### config.mk
export PLATFORM = sky130hd
export DESIGN_NAME = rab_bank
export DESIGN_NICKNAME = d
export VERILOG_FILES = /design/src/logic/rab_bank.v /design/src/logic/rab_attr_bit.v
export VERILOG_INCLUDE_DIRS = /design/src /design/src/inc
export SDC_FILE = /design/constraint.sdc
export NUM_CORES = 1
export LEC_CHECK = 0
export BUFFER_PORTS_ARGS = -buffer_cell sky130_fd_sc_hd__buf_4
export CAP_MARGIN = 20
export CORE_ASPECT_RATIO = 0.6
export CORE_UTILIZATION = 40
export CTS_BUF_LIST = sky130_fd_sc_hd__clkbuf_2 sky130_fd_sc_hd__clkbuf_4 sky130_fd_sc_hd__clkbuf_8
export CTS_CLUSTER_DIAMETER = 200
export DETAILED_ROUTE_END_ITERATION = 10
export GPL_TIMING_DRIVEN = 0
export PLACE_DENSITY = 0.7
export SLEW_MARGIN = 20
export SYNTH_ARGS = -nofsm -noshare
export SYNTH_HDL_FRONTEND = slang
export SYNTH_SLANG_ARGS = --single-unit
### constraint.sdc
create_clock -name clk -period 1.85 [get_ports clk]
set_input_delay 0.2775 -clock clk [delete_from_list [all_inputs] [get_ports clk]]
set_output_delay 0.2775 -clock clk [all_outputs]
set_load 0.02 [all_outputs]
### src/inc/rab_map.vh
// constants for the register access attribute bank
// assumes: included by bare name from the design files under logic/
`ifndef RAB_MAP_VH
`define RAB_MAP_VH

// ----------------------------------------
// address regions
// ----------------------------------------
`define RAB_SYS_LO      9'h000
`define RAB_SYS_HI      9'h0FF
`define RAB_MAC_LO      9'h100
`define RAB_MAC_HI      9'h1FC

// ----------------------------------------
// register offsets
// ----------------------------------------
`define RAB_ID_OFS      9'h000
`define RAB_STAT_OFS    9'h008
`define RAB_CTRL_OFS    9'h00C
`define RAB_MAC_OFS     9'h100

// ----------------------------------------
// id fields and reset values
// ----------------------------------------
`define RAB_ID_CHIP_LSB 16
`define RAB_STAT_RST    32'h00000080
`define RAB_CTRL_RST    32'h00000000
`define RAB_MAC_RST     32'h00000000
`define RAB_CTRL_KEEP   32'hFFFF0000
`define RAB_STAT_KEEP   32'h00000000
`define RAB_MAC_KEEP    32'h00000000

// ----------------------------------------
// per-bit attribute codes
// ----------------------------------------
`define RAB_AT_RW       4'h0
`define RAB_AT_RO       4'h1
`define RAB_AT_RS       4'h2
`define RAB_AT_WO       4'h3
`define RAB_AT_WC       4'h4
`define RAB_AT_WAC      4'h5
`define RAB_AT_RC       4'h6
`define RAB_AT_LH       4'h7
`define RAB_AT_LL       4'h8
`define RAB_AT_SC       4'h9
`define RAB_AT_STKH     4'hA

// ----------------------------------------
// attribute maps, one nibble per bit, bit 0 lowest
// ----------------------------------------
`define RAB_STAT_ATTR   128'h1111111111111111111110A987654321
`define RAB_CTRL_ATTR   128'h00000000000000000000000000000000
`define RAB_MAC_ATTR    128'h11111111111111110000000000000000

`endif

### src/logic/rab_bank.v
// register bank with per-bit access attributes and two address regions
// assumes: one clock, register port strobes and hardware sources come from
// logic on clk, so no synchronisers are needed
`timescale 1ns/1ps
`include "rab_map.vh"

module rab_bank #(
    parameter [15:0]  CHIP_ID   = 16'h0A5A,   // arbitrary value
    parameter [15:0]  CHIP_REV  = 16'h0001,   // arbitrary value
    parameter [127:0] STAT_ATTR = `RAB_STAT_ATTR,
    parameter [127:0] CTRL_ATTR = `RAB_CTRL_ATTR,
    parameter [127:0] MAC_ATTR  = `RAB_MAC_ATTR,
    parameter [31:0]  STAT_RST  = `RAB_STAT_RST,
    parameter [31:0]  CTRL_RST  = `RAB_CTRL_RST,
    parameter [31:0]  MAC_RST   = `RAB_MAC_RST,
    parameter [31:0]  STAT_KEEP = `RAB_STAT_KEEP,
    parameter [31:0]  CTRL_KEEP = `RAB_CTRL_KEEP,
    parameter [31:0]  MAC_KEEP  = `RAB_MAC_KEEP
) (
    // clock and resets
    input  wire        clk,
    input  wire        rst_n,
    input  wire        soft_rst,
    // register access port
    input  wire        reg_rd,
    input  wire        reg_wr,
    input  wire [8:0]  reg_addr,
    input  wire [31:0] reg_wdata,
    output reg  [31:0] reg_rdata_reg,
    output reg         reg_rvalid_reg,
    // hardware sources and stored values
    input  wire [31:0] stat_src,
    output wire [31:0] stat_q,
    input  wire [31:0] ctrl_src,
    output wire [31:0] ctrl_q,
    input  wire [31:0] mac_src,
    output wire [31:0] mac_q,
    // region of the last access
    output reg         sys_hit_reg,
    output reg         mac_hit_reg
);

    // ----------------------------------------
    // region codes
    // ----------------------------------------
    localparam [1:0] RGN_NONE = 2'h0;
    localparam [1:0] RGN_SYS  = 2'h1;
    localparam [1:0] RGN_MAC  = 2'h2;

    // ----------------------------------------
    // address decode functions
    // ----------------------------------------
    // region code: 1 system, 2 mac, 0 outside any region
    function [1:0] rab_region;
        input [8:0] a;
        begin
            if (a[1:0] != 2'b00)
                rab_region = RGN_NONE;
            else if (a <= `RAB_SYS_HI)
                rab_region = RGN_SYS;
            else if ((a >= `RAB_MAC_LO) && (a <= `RAB_MAC_HI))
                rab_region = RGN_MAC;
            else
                rab_region = RGN_NONE;
        end
    endfunction

    // exact word hit on one register offset
    function rab_hit;
        input [8:0] a;
        input [8:0] ofs;
        begin
            rab_hit = (rab_region(a) != RGN_NONE) && (a == ofs);
        end
    endfunction

    // ----------------------------------------
    // per-register strobes
    // ----------------------------------------
    // region of the current access, held in the flags below
    wire [1:0] acc_region = rab_region(reg_addr);

    // word hits on the implemented offsets
    wire id_hit   = rab_hit(reg_addr, `RAB_ID_OFS);
    wire stat_hit = rab_hit(reg_addr, `RAB_STAT_OFS);
    wire ctrl_hit = rab_hit(reg_addr, `RAB_CTRL_OFS);
    wire mac_hit  = rab_hit(reg_addr, `RAB_MAC_OFS);

    // unmapped offsets produce no strobe, so writes there change only the region flags
    wire stat_rd = reg_rd && stat_hit;
    wire stat_wr = reg_wr && stat_hit;
    wire ctrl_rd = reg_rd && ctrl_hit;
    wire ctrl_wr = reg_wr && ctrl_hit;
    wire mac_rd  = reg_rd && mac_hit;
    wire mac_wr  = reg_wr && mac_hit;

    wire [31:0] stat_rv;
    wire [31:0] ctrl_rv;
    wire [31:0] mac_rv;

    // ----------------------------------------
    // bit cells
    // ----------------------------------------
    genvar i;
    generate
        for (i = 0; i < 32; i = i + 1) begin : g_bit
            // status register, mixed attributes
            rab_attr_bit #(
                .ATTR    (STAT_ATTR[4*i +: 4]),
                .KEEP    (STAT_KEEP[i]),
                .RST_VAL (STAT_RST[i])
            ) u_stat (
                .clk      (clk),
                .rst_n    (rst_n),
                .soft_rst (soft_rst),
                .rd       (stat_rd),
                .wr       (stat_wr),
                .wdat     (reg_wdata[i]),
                .src      (stat_src[i]),
                .q_reg    (stat_q[i]),
                .rd_val   (stat_rv[i])
            );
            // control register, upper half kept on soft reset
            rab_attr_bit #(
                .ATTR    (CTRL_ATTR[4*i +: 4]),
                .KEEP    (CTRL_KEEP[i]),
                .RST_VAL (CTRL_RST[i])
            ) u_ctrl (
                .clk      (clk),
                .rst_n    (rst_n),
                .soft_rst (soft_rst),
                .rd       (ctrl_rd),
                .wr       (ctrl_wr),
                .wdat     (reg_wdata[i]),
                .src      (ctrl_src[i]),
                .q_reg    (ctrl_q[i]),
                .rd_val   (ctrl_rv[i])
            );
            // mac region register
            rab_attr_bit #(
                .ATTR    (MAC_ATTR[4*i +: 4]),
                .KEEP    (MAC_KEEP[i]),
                .RST_VAL (MAC_RST[i])
            ) u_mac (
                .clk      (clk),
                .rst_n    (rst_n),
                .soft_rst (soft_rst),
                .rd       (mac_rd),
                .wr       (mac_wr),
                .wdat     (reg_wdata[i]),
                .src      (mac_src[i]),
                .q_reg    (mac_q[i]),
                .rd_val   (mac_rv[i])
            );
        end
    endgenerate

    // ----------------------------------------
    // read data select
    // ----------------------------------------
    // values are taken before any read side effect lands
    localparam [2:0] SEL_NONE = 3'h0;
    localparam [2:0] SEL_ID   = 3'h1;
    localparam [2:0] SEL_STAT = 3'h2;
    localparam [2:0] SEL_CTRL = 3'h3;
    localparam [2:0] SEL_MAC  = 3'h4;

    reg [2:0]  rd_sel;
    reg [31:0] rdata_next;

    // which register the access lands on; offsets make the hits exclusive
    always @* begin
        rd_sel = SEL_NONE;
        if (id_hit)
            rd_sel = SEL_ID;
        else if (stat_hit)
            rd_sel = SEL_STAT;
        else if (ctrl_hit)
            rd_sel = SEL_CTRL;
        else if (mac_hit)
            rd_sel = SEL_MAC;
    end

    // unmapped and reserved words read as zero
    always @* begin
        case (rd_sel)
            SEL_ID:   rdata_next = {CHIP_ID, CHIP_REV};
            SEL_STAT: rdata_next = stat_rv;
            SEL_CTRL: rdata_next = ctrl_rv;
            SEL_MAC:  rdata_next = mac_rv;
            default:  rdata_next = 32'h00000000;
        endcase
    end

    // ----------------------------------------
    // read answer
    // ----------------------------------------
    // rvalid follows every read, even one that lands on no register
    always @(posedge clk) begin
        if (!rst_n) begin
            reg_rdata_reg  <= 32'h00000000;
            reg_rvalid_reg <= 1'b0;
        end else begin
            reg_rvalid_reg <= reg_rd;
            if (reg_rd)
                reg_rdata_reg <= rdata_next;
        end
    end

    // ----------------------------------------
    // region flags
    // ----------------------------------------
    // flags keep the region of the last access until the next one
    always @(posedge clk) begin
        if (!rst_n) begin
            sys_hit_reg <= 1'b0;
            mac_hit_reg <= 1'b0;
        end else if (reg_rd || reg_wr) begin
            sys_hit_reg <= (acc_region == RGN_SYS);
            mac_hit_reg <= (acc_region == RGN_MAC);
        end
    end

endmodule

### src/logic/rab_attr_bit.v
// one storage bit with a configurable access attribute
// assumes: rd and wr are one-cycle strobes on clk, src comes from logic on clk
`timescale 1ns/1ps
`include "rab_map.vh"

module rab_attr_bit #(
    parameter [3:0] ATTR    = 4'h0,
    parameter       KEEP    = 0,
    parameter       RST_VAL = 0
) (
    // clock and resets
    input  wire clk,
    input  wire rst_n,
    input  wire soft_rst,
    // access strobes for the owning register
    input  wire rd,
    input  wire wr,
    input  wire wdat,
    // hardware side
    input  wire src,
    output reg  q_reg,
    output wire rd_val
);

    reg q_next;
    reg fol_reg;    // sticky bit read, now follows its cause
    reg fol_next;

    // ----------------------------------------
    // next state per attribute
    // ----------------------------------------
    // hardware sets are written last so they win over clears
    always @* begin
        q_next   = q_reg;
        fol_next = fol_reg;
        case (ATTR)
            `RAB_AT_RW: begin
                if (wr) q_next = wdat;
            end
            `RAB_AT_RO: begin
                q_next = src;
            end
            `RAB_AT_RS: begin
                if (wr) q_next = wdat;
                if (rd) q_next = 1'b1;
            end
            `RAB_AT_WO: begin
                if (wr) q_next = wdat;
            end
            `RAB_AT_WC: begin
                if (wr && wdat) q_next = 1'b0;
                if (src) q_next = 1'b1;
            end
            `RAB_AT_WAC: begin
                if (wr) q_next = 1'b0;
                if (src) q_next = 1'b1;
            end
            `RAB_AT_RC, `RAB_AT_LH: begin
                if (rd) q_next = 1'b0;
                if (src) q_next = 1'b1;
            end
            `RAB_AT_LL: begin
                if (rd) q_next = 1'b1;
                if (!src) q_next = 1'b0;
            end
            `RAB_AT_SC: begin
                if (q_reg) q_next = 1'b0;
                if (wr && wdat) q_next = 1'b1;
            end
            `RAB_AT_STKH: begin
                if (fol_reg) begin
                    q_next   = src;
                    fol_next = src;
                end else if (src) begin
                    q_next = 1'b1;
                end
                if (rd && q_reg) begin
                    q_next   = src;
                    fol_next = src;
                end
            end
            default: begin
                q_next = q_reg;
            end
        endcase
    end

    // ----------------------------------------
    // storage with hardware and software reset
    // ----------------------------------------
    always @(posedge clk) begin
        if (!rst_n) begin
            q_reg   <= (RST_VAL != 0);
            fol_reg <= 1'b0;
        end else if (soft_rst && (KEEP == 0)) begin
            q_reg   <= (RST_VAL != 0);
            fol_reg <= 1'b0;
        end else begin
            q_reg   <= q_next;
            fol_reg <= fol_next;
        end
    end

    // read value: live source, zero, or stored
    assign rd_val = (ATTR == `RAB_AT_RO) ? src :
                    (ATTR == `RAB_AT_WO) ? 1'b0 : q_reg;

endmodule

=== Word-level counts from Yosys, hierarchy flattened ===
Index checks and enable logic that the tools add are counted.

* Add/sub/neg operators: 0
* Multiply operators: 0
* Div/mod/pow operators: 0
* $lt $le $gt $ge: 3
* Equality and inequality tests: 10
* Shifts and indexed selects: 0
* Mux-type cells: 25
* Bitwise gates (word level): 1
* Reduce and logical (&&, ||, !) cells: 23

{| class="wikitable"
|+ Operators by type and width
! cell !! count
|-
| $pmux 32 s4 || 1
|-
| $eq 9x4->1 const B || 2
|-
| $mux 1 || 17
|-
| $reduce_bool 2->1 || 7
|-
| $logic_and 1x1->1 || 12
|-
| $mux 3 || 4
|-
| $eq 9x9->1 const B || 1
|-
| $ge 9x9->1 const B || 1
|-
| $le 9x8->1 const B || 1
|-
| $le 9x9->1 const B || 1
|-
| $logic_not 9->1 || 1
|-
| $eq 3x2->1 const B || 2
|-
| $mux 2 || 3
|-
| $eq 3x1->1 const B || 1
|-
| $eq 3x3->1 const B || 1
|-
| $reduce_bool 3->1 || 1
|-
| $eq 2x1->1 const B || 1
|-
| $eq 2x2->1 const B || 1
|-
| $ne 2x1->1 const B || 1
|-
| $reduce_or 2->1 || 1
|-
| $logic_or 1x1->1 || 1
|-
| $not 1->1 || 1
|}

* Register bits: 132
* Bits in latches: 0
* Memory bits (writable): 0
* ROM bits: 0
* Input port bits: 142
* Output and inout port bits: 131
* Logic and storage cells: 163
* Memories: 0

=== Longest topological paths before layout ===
Gate-level depths: netlist of run 1.

* Depth in word-level cells: 13
* Depth in mapped cells: 7
* Gate-level depth less buffers: 3

=== Hierarchy ===
Synthesis of run 1 repeated with hierarchy kept, for this count alone.

* Cells, all modules: 579
* Area total of the unflattened synthesis: 6202.2 um2

{| class="wikitable"
|+ By module, submodules not included
! module !! instances !! cells each !! area an instance (um2) !! sequential area each (um2)
|-
| rab_bank || 1 || 222 || 2014.4 || 700.7
|-
| rab_attr_bit at g_bit[0].u_ctrl ... || 33 || 4 || 50.0 || 20.0
|-
| rab_attr_bit at g_bit[0].u_stat ... || 38 || 3 || 36.3 || 20.0
|-
| rab_attr_bit at g_bit[16].u_ctrl ... || 16 || 4 || 43.8 || 20.0
|-
| rab_attr_bit at g_bit[4].u_stat ... || 3 || 5 || 47.5 || 20.0
|-
| rab_attr_bit at g_bit[9].u_stat || 1 || 9 || 81.3 || 40.0
|-
| rab_attr_bit at g_bit[2].u_stat || 1 || 5 || 53.8 || 20.0
|-
| rab_attr_bit at g_bit[1].u_stat || 1 || 6 || 52.6 || 20.0
|-
| rab_attr_bit at g_bit[3].u_stat || 1 || 5 || 48.8 || 20.0
|-
| rab_attr_bit at g_bit[7].u_stat || 1 || 4 || 40.0 || 20.0
|-
| rab_attr_bit at g_bit[8].u_stat || 1 || 3 || 37.5 || 20.0
|}

=== Least setup slack after synthesis of run 1 ===
No wires, ideal clock.

* Path kind: in2reg
* Start point: in reg_addr[2]
* End point: reg reg_rdata_reg[10]
* Setup time: 0.116 ns
* Data arrival time: 1.422 ns
* Required time: 1.734 ns
* Path slack: 0.311 ns
* Stages: 5
* Buffers on the path: 2
* Cell sequence: buf_2 -> clkbuf_1 -> mux2_2 -> a22oi_1 -> o21ai_2

* Longest elaborated chain between the ends: 13
* Elaborated cells on any way between the ends: 25
* Those cells by class: order compare (3); eq/ne (7); mux (8); reduce/logical (7)

{| class="wikitable"
|+ RTL lines
! what !! line !! source
|-
| start: declaration || rab_bank.v:27 || <nowiki>input wire [8:0] reg_addr,</nowiki>
|-
| $ge 9x9->1 (no source line) / $le 9x9->1 (equally long branches) || - ||
|-
| $logic_and 1x1->1 || rab_bank.v:61 || <nowiki>else if ((a >= `RAB_MAC_LO) && (a <= `RAB_MAC_HI))</nowiki>
|-
| $mux 2 || rab_bank.v:61 ||
|-
| $mux 2 || rab_bank.v:59 || <nowiki>else if (a <= `RAB_SYS_HI)</nowiki>
|-
| $mux 2 || rab_bank.v:57 || <nowiki>if (a[1:0] != 2'b00)</nowiki>
|-
| $reduce_bool 2->1 || rab_bank.v:73 || <nowiki>rab_hit = (rab_region(a) != RGN_NONE) && (a == ofs);</nowiki>
|-
| $logic_and 1x1->1 || rab_bank.v:73 ||
|-
| $mux 3 || rab_bank.v:180 || <nowiki>else if (mac_hit)</nowiki>
|-
| $mux 3 || rab_bank.v:178 || <nowiki>else if (ctrl_hit)</nowiki>
|-
| $mux 3 || rab_bank.v:176 || <nowiki>else if (stat_hit)</nowiki>
|-
| $mux 3 * || rab_bank.v:174 || <nowiki>if (id_hit)</nowiki>
|-
| $eq 3x3->1, or another cell as far along || rab_bank.v:186 || <nowiki>case (rd_sel)</nowiki>
|-
| $pmux 32 s4 * || rab_bank.v:186 ||
|-
| end signal: assignment || rab_bank.v:206 || <nowiki>reg_rdata_reg <= rdata_next;</nowiki>
|-
| end: declaration || rab_bank.v:29 || <nowiki>output reg [31:0] reg_rdata_reg,</nowiki>
|}

Every way passes the cells marked *; elsewhere a longest branch is shown, timed or not.
A chain may end at the register's enable or synchronous reset.

=== Worst setup path in the final report of run 1 ===
* Start point: in reg_addr[8]
* End point: reg reg_rdata_reg[10]

Same word-level chain as after synthesis.

==> results of run 1 <==
## layer usage
layer / up-vias / track usage
met5: - / 0
met2: 172 / 0.3522
met1: 2371 / 0.3454
met4: 0 / 0.05495
met3: 16 / 0.05875
li1: 2505 / -
## cells in the mapped netlist (all sizes together), types with 7 or more instances
cell | instances | area (µm²)
nor3b | 10 | 86.33
mux2i | 50 | 500.5
mux2 | 24 | 270.3
and2 | 40 | 250.2
buf | 114 | 852.1
dfxtp | 132 | 2643
a22oi | 25 | 187.7
o21ai | 37 | 297.8
clkbuf | 22 | 82.58
nand2 | 123 | 461.7
a221oi | 7 | 61.31
nand2b | 9 | 56.30
## where the power goes
part           switching, W  internal [W]
Clock               0.00117       0.00174
Sequential        0.0000176       0.00288
Combinational      0.000336      0.000318
Total               0.00153       0.00494
## critical path, cell delays in order
cell      delay (ns)
buf_4           0.09
buf_2           0.22
nor3b_4         0.50
clkbuf_1        0.57
a22oi_1         0.24
o21ai_2         0.14
## path summary, 6_finish.rpt
| kind | startpoint | to | slack, ns | depth (start not counted) |
|---|---|---|---|---|
| max | reg_addr[8] | reg_rdata_reg[10]$_SDFFE_PN0P_ | 0.17 | 6 |
| max reg2reg | g_bit[1].u_stat.q_reg$_SDFFE_PP0P_ | reg_rdata_reg[1]$_SDFFE_PN0P_ | 0.84 | 3 |
| min | reg_wdata[3] | g_bit[3].u_stat.q_reg$_SDFFE_PP0P_ | 0.04 | 2 |
| min reg2reg | g_bit[9].u_stat.fol_reg$_SDFF_PP0_ | g_bit[9].u_stat.fol_reg$_SDFF_PP0_ | 0.45 | 2 |
## metrics by stage
step | std cells | setup TNS (ns) | hold slack, ns
final | 1076 | 0 | 0.04026
after global routing | 1076 | 0 | 0.02765
after CTS | 1076 | 0 | 0.01319
after detailed placement | 1044 | -5.161 | 0.4421
after global placement | 1044 | -4.457 | 0.4379
after floorplan | 627 | 0 | 0.3788
## logic make-up (layout without fill, tap and decap cells)
kind of cell | after synthesis | count (layout) | share of synthesized area
buffers and inverters | 139 | 390 | 0.1572
DFF | 132 | 132 | 0.4391
muxes | 74 | 74 | 0.1281
AOI/OAI and AO/OA | 77 | 77 | 0.1012
and+or+nand+nor | 205 | 205 | 0.1744
## area by class of cell
type                       instances  area, µm²  share of cell area
sequential                       132       2643              0.3149
clock inverter                    11      198.9             0.02371
clock buffer                      21      282.8             0.03370
buffer                           136      934.6              0.1114
timing repair buffer             219       1644              0.1959
tap                              198      247.7             0.02952
multi-input combinational        356       2430              0.2895
inverter                           3      11.26            0.001342
==> metrics.yaml, run 1 <==
status:
  status: "completed"
clock_network:
  numCtsBuffers: 17
  cts_tree: "built"
  cts_setup_buffers: 0
  path_clk_slew_ns: 0.08
  clock_latency_ns: 0.44
  clock_sinks: 132
  hold_buffers: 0
  root_buffer: "clkbuf_8"
  cts_resized: 0
  cts_htree_levels: 4
  cts_buffer_depth: 2
synthesis:
  yosysWarnings: 0
  synthArstFlopShare: 0
  synth_area_um2: 6018
  avgSynthCellArea_um2: 9.599
  yosys_most_used_dff: "dfxtp_1"
  syn_nets: 769
  ys_ff_latch: 132
  synth_edf_count: 0
  netlist_instances: 627
  synth_cell_types: 39
  ys_seq_area_frac: 0.4391
final_layout:
  antenna_cells: 0
  layout_commonest_cell: "buf_4"
  final_net_count: 1007
  drive_gt1_frac: 0.4818
  fin_util: 0.5751
  postLayoutCellArea_um2: 8392
  area_growth_syn_to_layout_pct: 39.44
  n_fill_cell: 1353
  final_cell_mix: "buf_4, dfxtp_1, nand2_1"
floorplanning:
  dieArea_um2: 15560
  core-area_um2: 14590
  ios: 273
  die_h_um: 97.01
  chipWidth_um: 160.4
  rows: 34
  initial_core_util: 0.4125
drt:
  ant_nets: 0
  top_layer_used: "met4"
  vias: 5064
  wl_met3_mm: 1.131
  via_per_inst: 4.706
  drt-initial-drc-count: 210
  dr_wl_met2_mm: 7.663
  wl_met1_mm: 9.489
  drt_pre_antenna_iters: 5
  route.detailed.drc: 0
  wl_per_cell_um: 17.17
  wl_mm: 18.47
worst_setup_path:
  end_kind: "flop"
  critPathKind: "in -> reg"
  start_kind: "input pin"
  critPathMaxFanout: 10
  cp.required_ns: 2.22
  arrival_ns: 2.05
timing:
  finalClockSkew_ns: 0.01262
  drv_slew: 0
  rsz0062_at_grt: "false"
  worst_pin_slew_ns: 0.8070
  period_needed_ns: 1.675
  relSlewSlack: 0.4620
  setup_viol: 0
  finalHoldViolCount: 0
  finalCritPeriodShare: 0.9057
  max_freq_mhz: 596.8
  fin_ws_ns: 0.1745
placement:
  hpwl_mm: 13.89
  dp_slack_ns: -0.2616
  gp_congestion: 0.7864
  placed_area_um2: 7910
  io_buffers: 219
global_routing:
  overflow: 0
  grt_pass1_wl_mm: 27.71
  grt_max_degree: 17
  grt_pass1_vias: 4833
  grt_antenna_before_repair: 0
  gr-usage-all-layers: 0.2381
power_and_ir_drop:
  leakage_nw: 4.120
  powerDensity_nw_per_um2: 770.5
  power.total_w: 0.006465
  ir_drop_uv: 495.2
worst_hold_path:
  hold_class: "in -> reg"
job:
  max_cap_violations: 0
No activity file was read; power rests on OpenSTA's default activity.
==> inputs of run 2 (changes only) <==
--- a/config.mk
+++ b/config.mk
@@ -6,7 +6,7 @@
 export SDC_FILE = /design/constraint.sdc
 export NUM_CORES = 1
 export LEC_CHECK = 0
-export BUFFER_PORTS_ARGS = -buffer_cell sky130_fd_sc_hd__buf_4
+export BUFFER_PORTS_ARGS = -buffer_cell sky130_fd_sc_hd__buf_2
 export CAP_MARGIN = 20
 export CORE_ASPECT_RATIO = 0.6
 export CORE_UTILIZATION = 40
@@ -15,6 +15,7 @@
 export DETAILED_ROUTE_END_ITERATION = 10
 export GPL_TIMING_DRIVEN = 0
 export PLACE_DENSITY = 0.7
+export SETUP_SLACK_MARGIN = 0.3
 export SLEW_MARGIN = 20
 export SYNTH_ARGS = -nofsm -noshare
 export SYNTH_HDL_FRONTEND = slang
==> run 2 against run 1 <==
- sequential share of layout area grew 2.2 points
- largest cell class unchanged
- fmax grew 18%
- sequential power is essentially flat
- highest routed layer unchanged
- setup slack gained 0.26 ns
- first-iteration DRC count grew 27%
- combinational power shrank 10%
- count of clock-buffer cells in the layout is the same
- register-to-register slack is essentially flat
- critical path depth is the same
- global-route usage is essentially flat
- largest power group is now sequential cells
- utilization shrank 3.8 points
- final area shrank 6.6%
==> metrics.yaml, run 2 (synthesized netlist as in run 1, its figures left out) <==
drt:
  route.detailed.drc: 0
  drt_pre_antenna_iters: 5
  wl_mm: 18.26
  wl_per_cell_um: 16.89
  ant_nets: 0
  via_per_inst: 4.761
  drt-initial-drc-count: 266
  vias: 5147
power_and_ir_drop:
  power.total_w: 0.006127
  leakage_nw: 4.067
  ir_drop_uv: 409.8
  powerDensity_nw_per_um2: 782.0
clock_network:
  cts_htree_levels: 4
  hold_buffers: 0
  numCtsBuffers: 17
  path_clk_slew_ns: 0.08
  cts_tree: "built"
  clock_latency_ns: 0.43
  clock_sinks: 132
  root_buffer: "clkbuf_8"
  cts_buffer_depth: 2
placement:
  io_buffers: 219
  gp_congestion: 0.7783
  placed_area_um2: 7362
  dp_cells: 1044
  hpwl_mm: 13.70
timing:
  period_needed_ns: 1.420
  max_freq_mhz: 704.4
  setup_viol: 0
  finalClockSkew_ns: 0.009961
  drv_slew: 0
  finalCritPeriodShare: 0.7673
  worst_pin_slew_ns: 0.7310
  relSlewSlack: 0.5126
  holdWs_ns: 0.05352
  final.setup.tns_ns: 0
  finalHoldViolCount: 0
  rsz0062_at_grt: "false"
job:
  max_cap_violations: 0
worst_setup_path:
  cp.required_ns: 2.22
  cpPeakStageDelay_ns: 0.53
  critPathMostFrequentCell: "clkbuf_1"
  r2r-start: "g_bit[31].u_ctrl.q_reg$_SDFFE_PN0P_"
  crit_chain: "buf_2, nor2b_1, clkbuf_1, clkbuf_1, a22oi_1, o21ai_2"
  critPathSlowestCell: "clkbuf_1"
  start_kind: "input pin"
  worstSetupStartpoint: "reg_addr[3]"
  critPathMaxFanout: 10
  arrival_ns: 1.79
  critPathKind: "in -> reg"
  end_kind: "flop"
global_routing:
  grt_antenna_before_repair: 0
  grt_pass1_wl_mm: 27.76
  grt_pass1_vias: 4869
  gr-usage-all-layers: 0.2378
  overflow: 0
  grt_max_degree: 17
final_layout:
  postLayoutCellArea_um2: 7835
  final_cell_mix: "buf_2, dfxtp_1, nand2_1"
  drive_gt1_frac: 0.4926
  area_growth_syn_to_layout_pct: 30.19
  layout_commonest_cell: "buf_2"
  antenna_cells: 0
  final_net_count: 1012
  n_fill_cell: 1375
  finish.cell_count_without_fillers: 1081
worst_hold_path:
  hold_class: "in -> reg"
  min_from: "stat_src[4]"
floorplanning:
  ios: 273
  core-area_um2: 14590
  rows: 34
  initial_core_util: 0.4125
  die_h_um: 97.01
  dieArea_um2: 15560
  chipWidth_um: 160.4
status:
  status: "completed"
## run 2: cell count changes in the layout (fill, tap and decap cells not counted), sizes merged
cell / previous run / this run
buf: 333 / 337
bufinv: 5 / 3
clkbuf: 43 / 44
clkinv: 6 / 5
clkinvlp: 0 / 2
inv: 3 / 4
## run 2: metrics by stage
stage / worst slack, ns / utilization
finish: 0.4304 / 0.5370
global route: 0.3103 / 0.5370
CTS: 0.3260 / 0.5340
detailed placement: -0.3191 / 0.5045
global placement: -0.3103 / 0.5045
floorplan: 0.3114 / -
## run 2: area by class of cell
cell class | count | area, µm² | area share
sequential | 132 | 2643 | 0.3373
multi-input combinational | 356 | 2430 | 0.3101
timing repair buffer | 224 | 1134 | 0.1447
buffer | 136 | 943.4 | 0.1204
clock buffer | 21 | 276.5 | 0.03529
tap | 198 | 247.7 | 0.03162
clock inverter | 11 | 150.1 | 0.01916
inverter | 3 | 11.26 | 0.001437
## run 2: layer usage
metal,vias up,global-route usage,share of wire
met5,-,0,0
met4,0,0.06447,0.0094
met3,12,0.05703,0.079
met2,236,0.3492,0.41
met1,2399,0.3446,0.50
li1,2500,-,-
## run 2: worst paths after layout
kind	to	slack, ns	depth (start not counted)
worst min register to register	reg_rdata_reg[3]$_SDFFE_PN0P_	0.45	2
worst min-delay path	g_bit[4].u_stat.q_reg$_SDFFE_PP0P_	0.05	3
worst max register to register	reg_rdata_reg[31]$_SDFFE_PN0P_	0.83	3
worst max-delay path	reg_rdata_reg[18]$_SDFFE_PN0P_	0.43	6
## run 2: timing repair
action                     in CTS  in global routing
setup buffers                   0                  5
setup endpoints to repair      20                 28
pin swaps                       0                  1
gates resized for setup         3                  7
## run 2: power by group
group	total, W	internal (W)	switching, W
registers	0.00290	0.00288	0.0000171
clock network	0.00264	0.00144	0.00120
logic	0.000587	0.000248	0.000339
## run 2: worst max-delay path: cells and delay by family
kind / cells / cell delay [ns]
and+or+nand+nor: 1 / 0.14
buffers and inverters: 3 / 1.04
AOI/OAI and AO/OA: 2 / 0.33
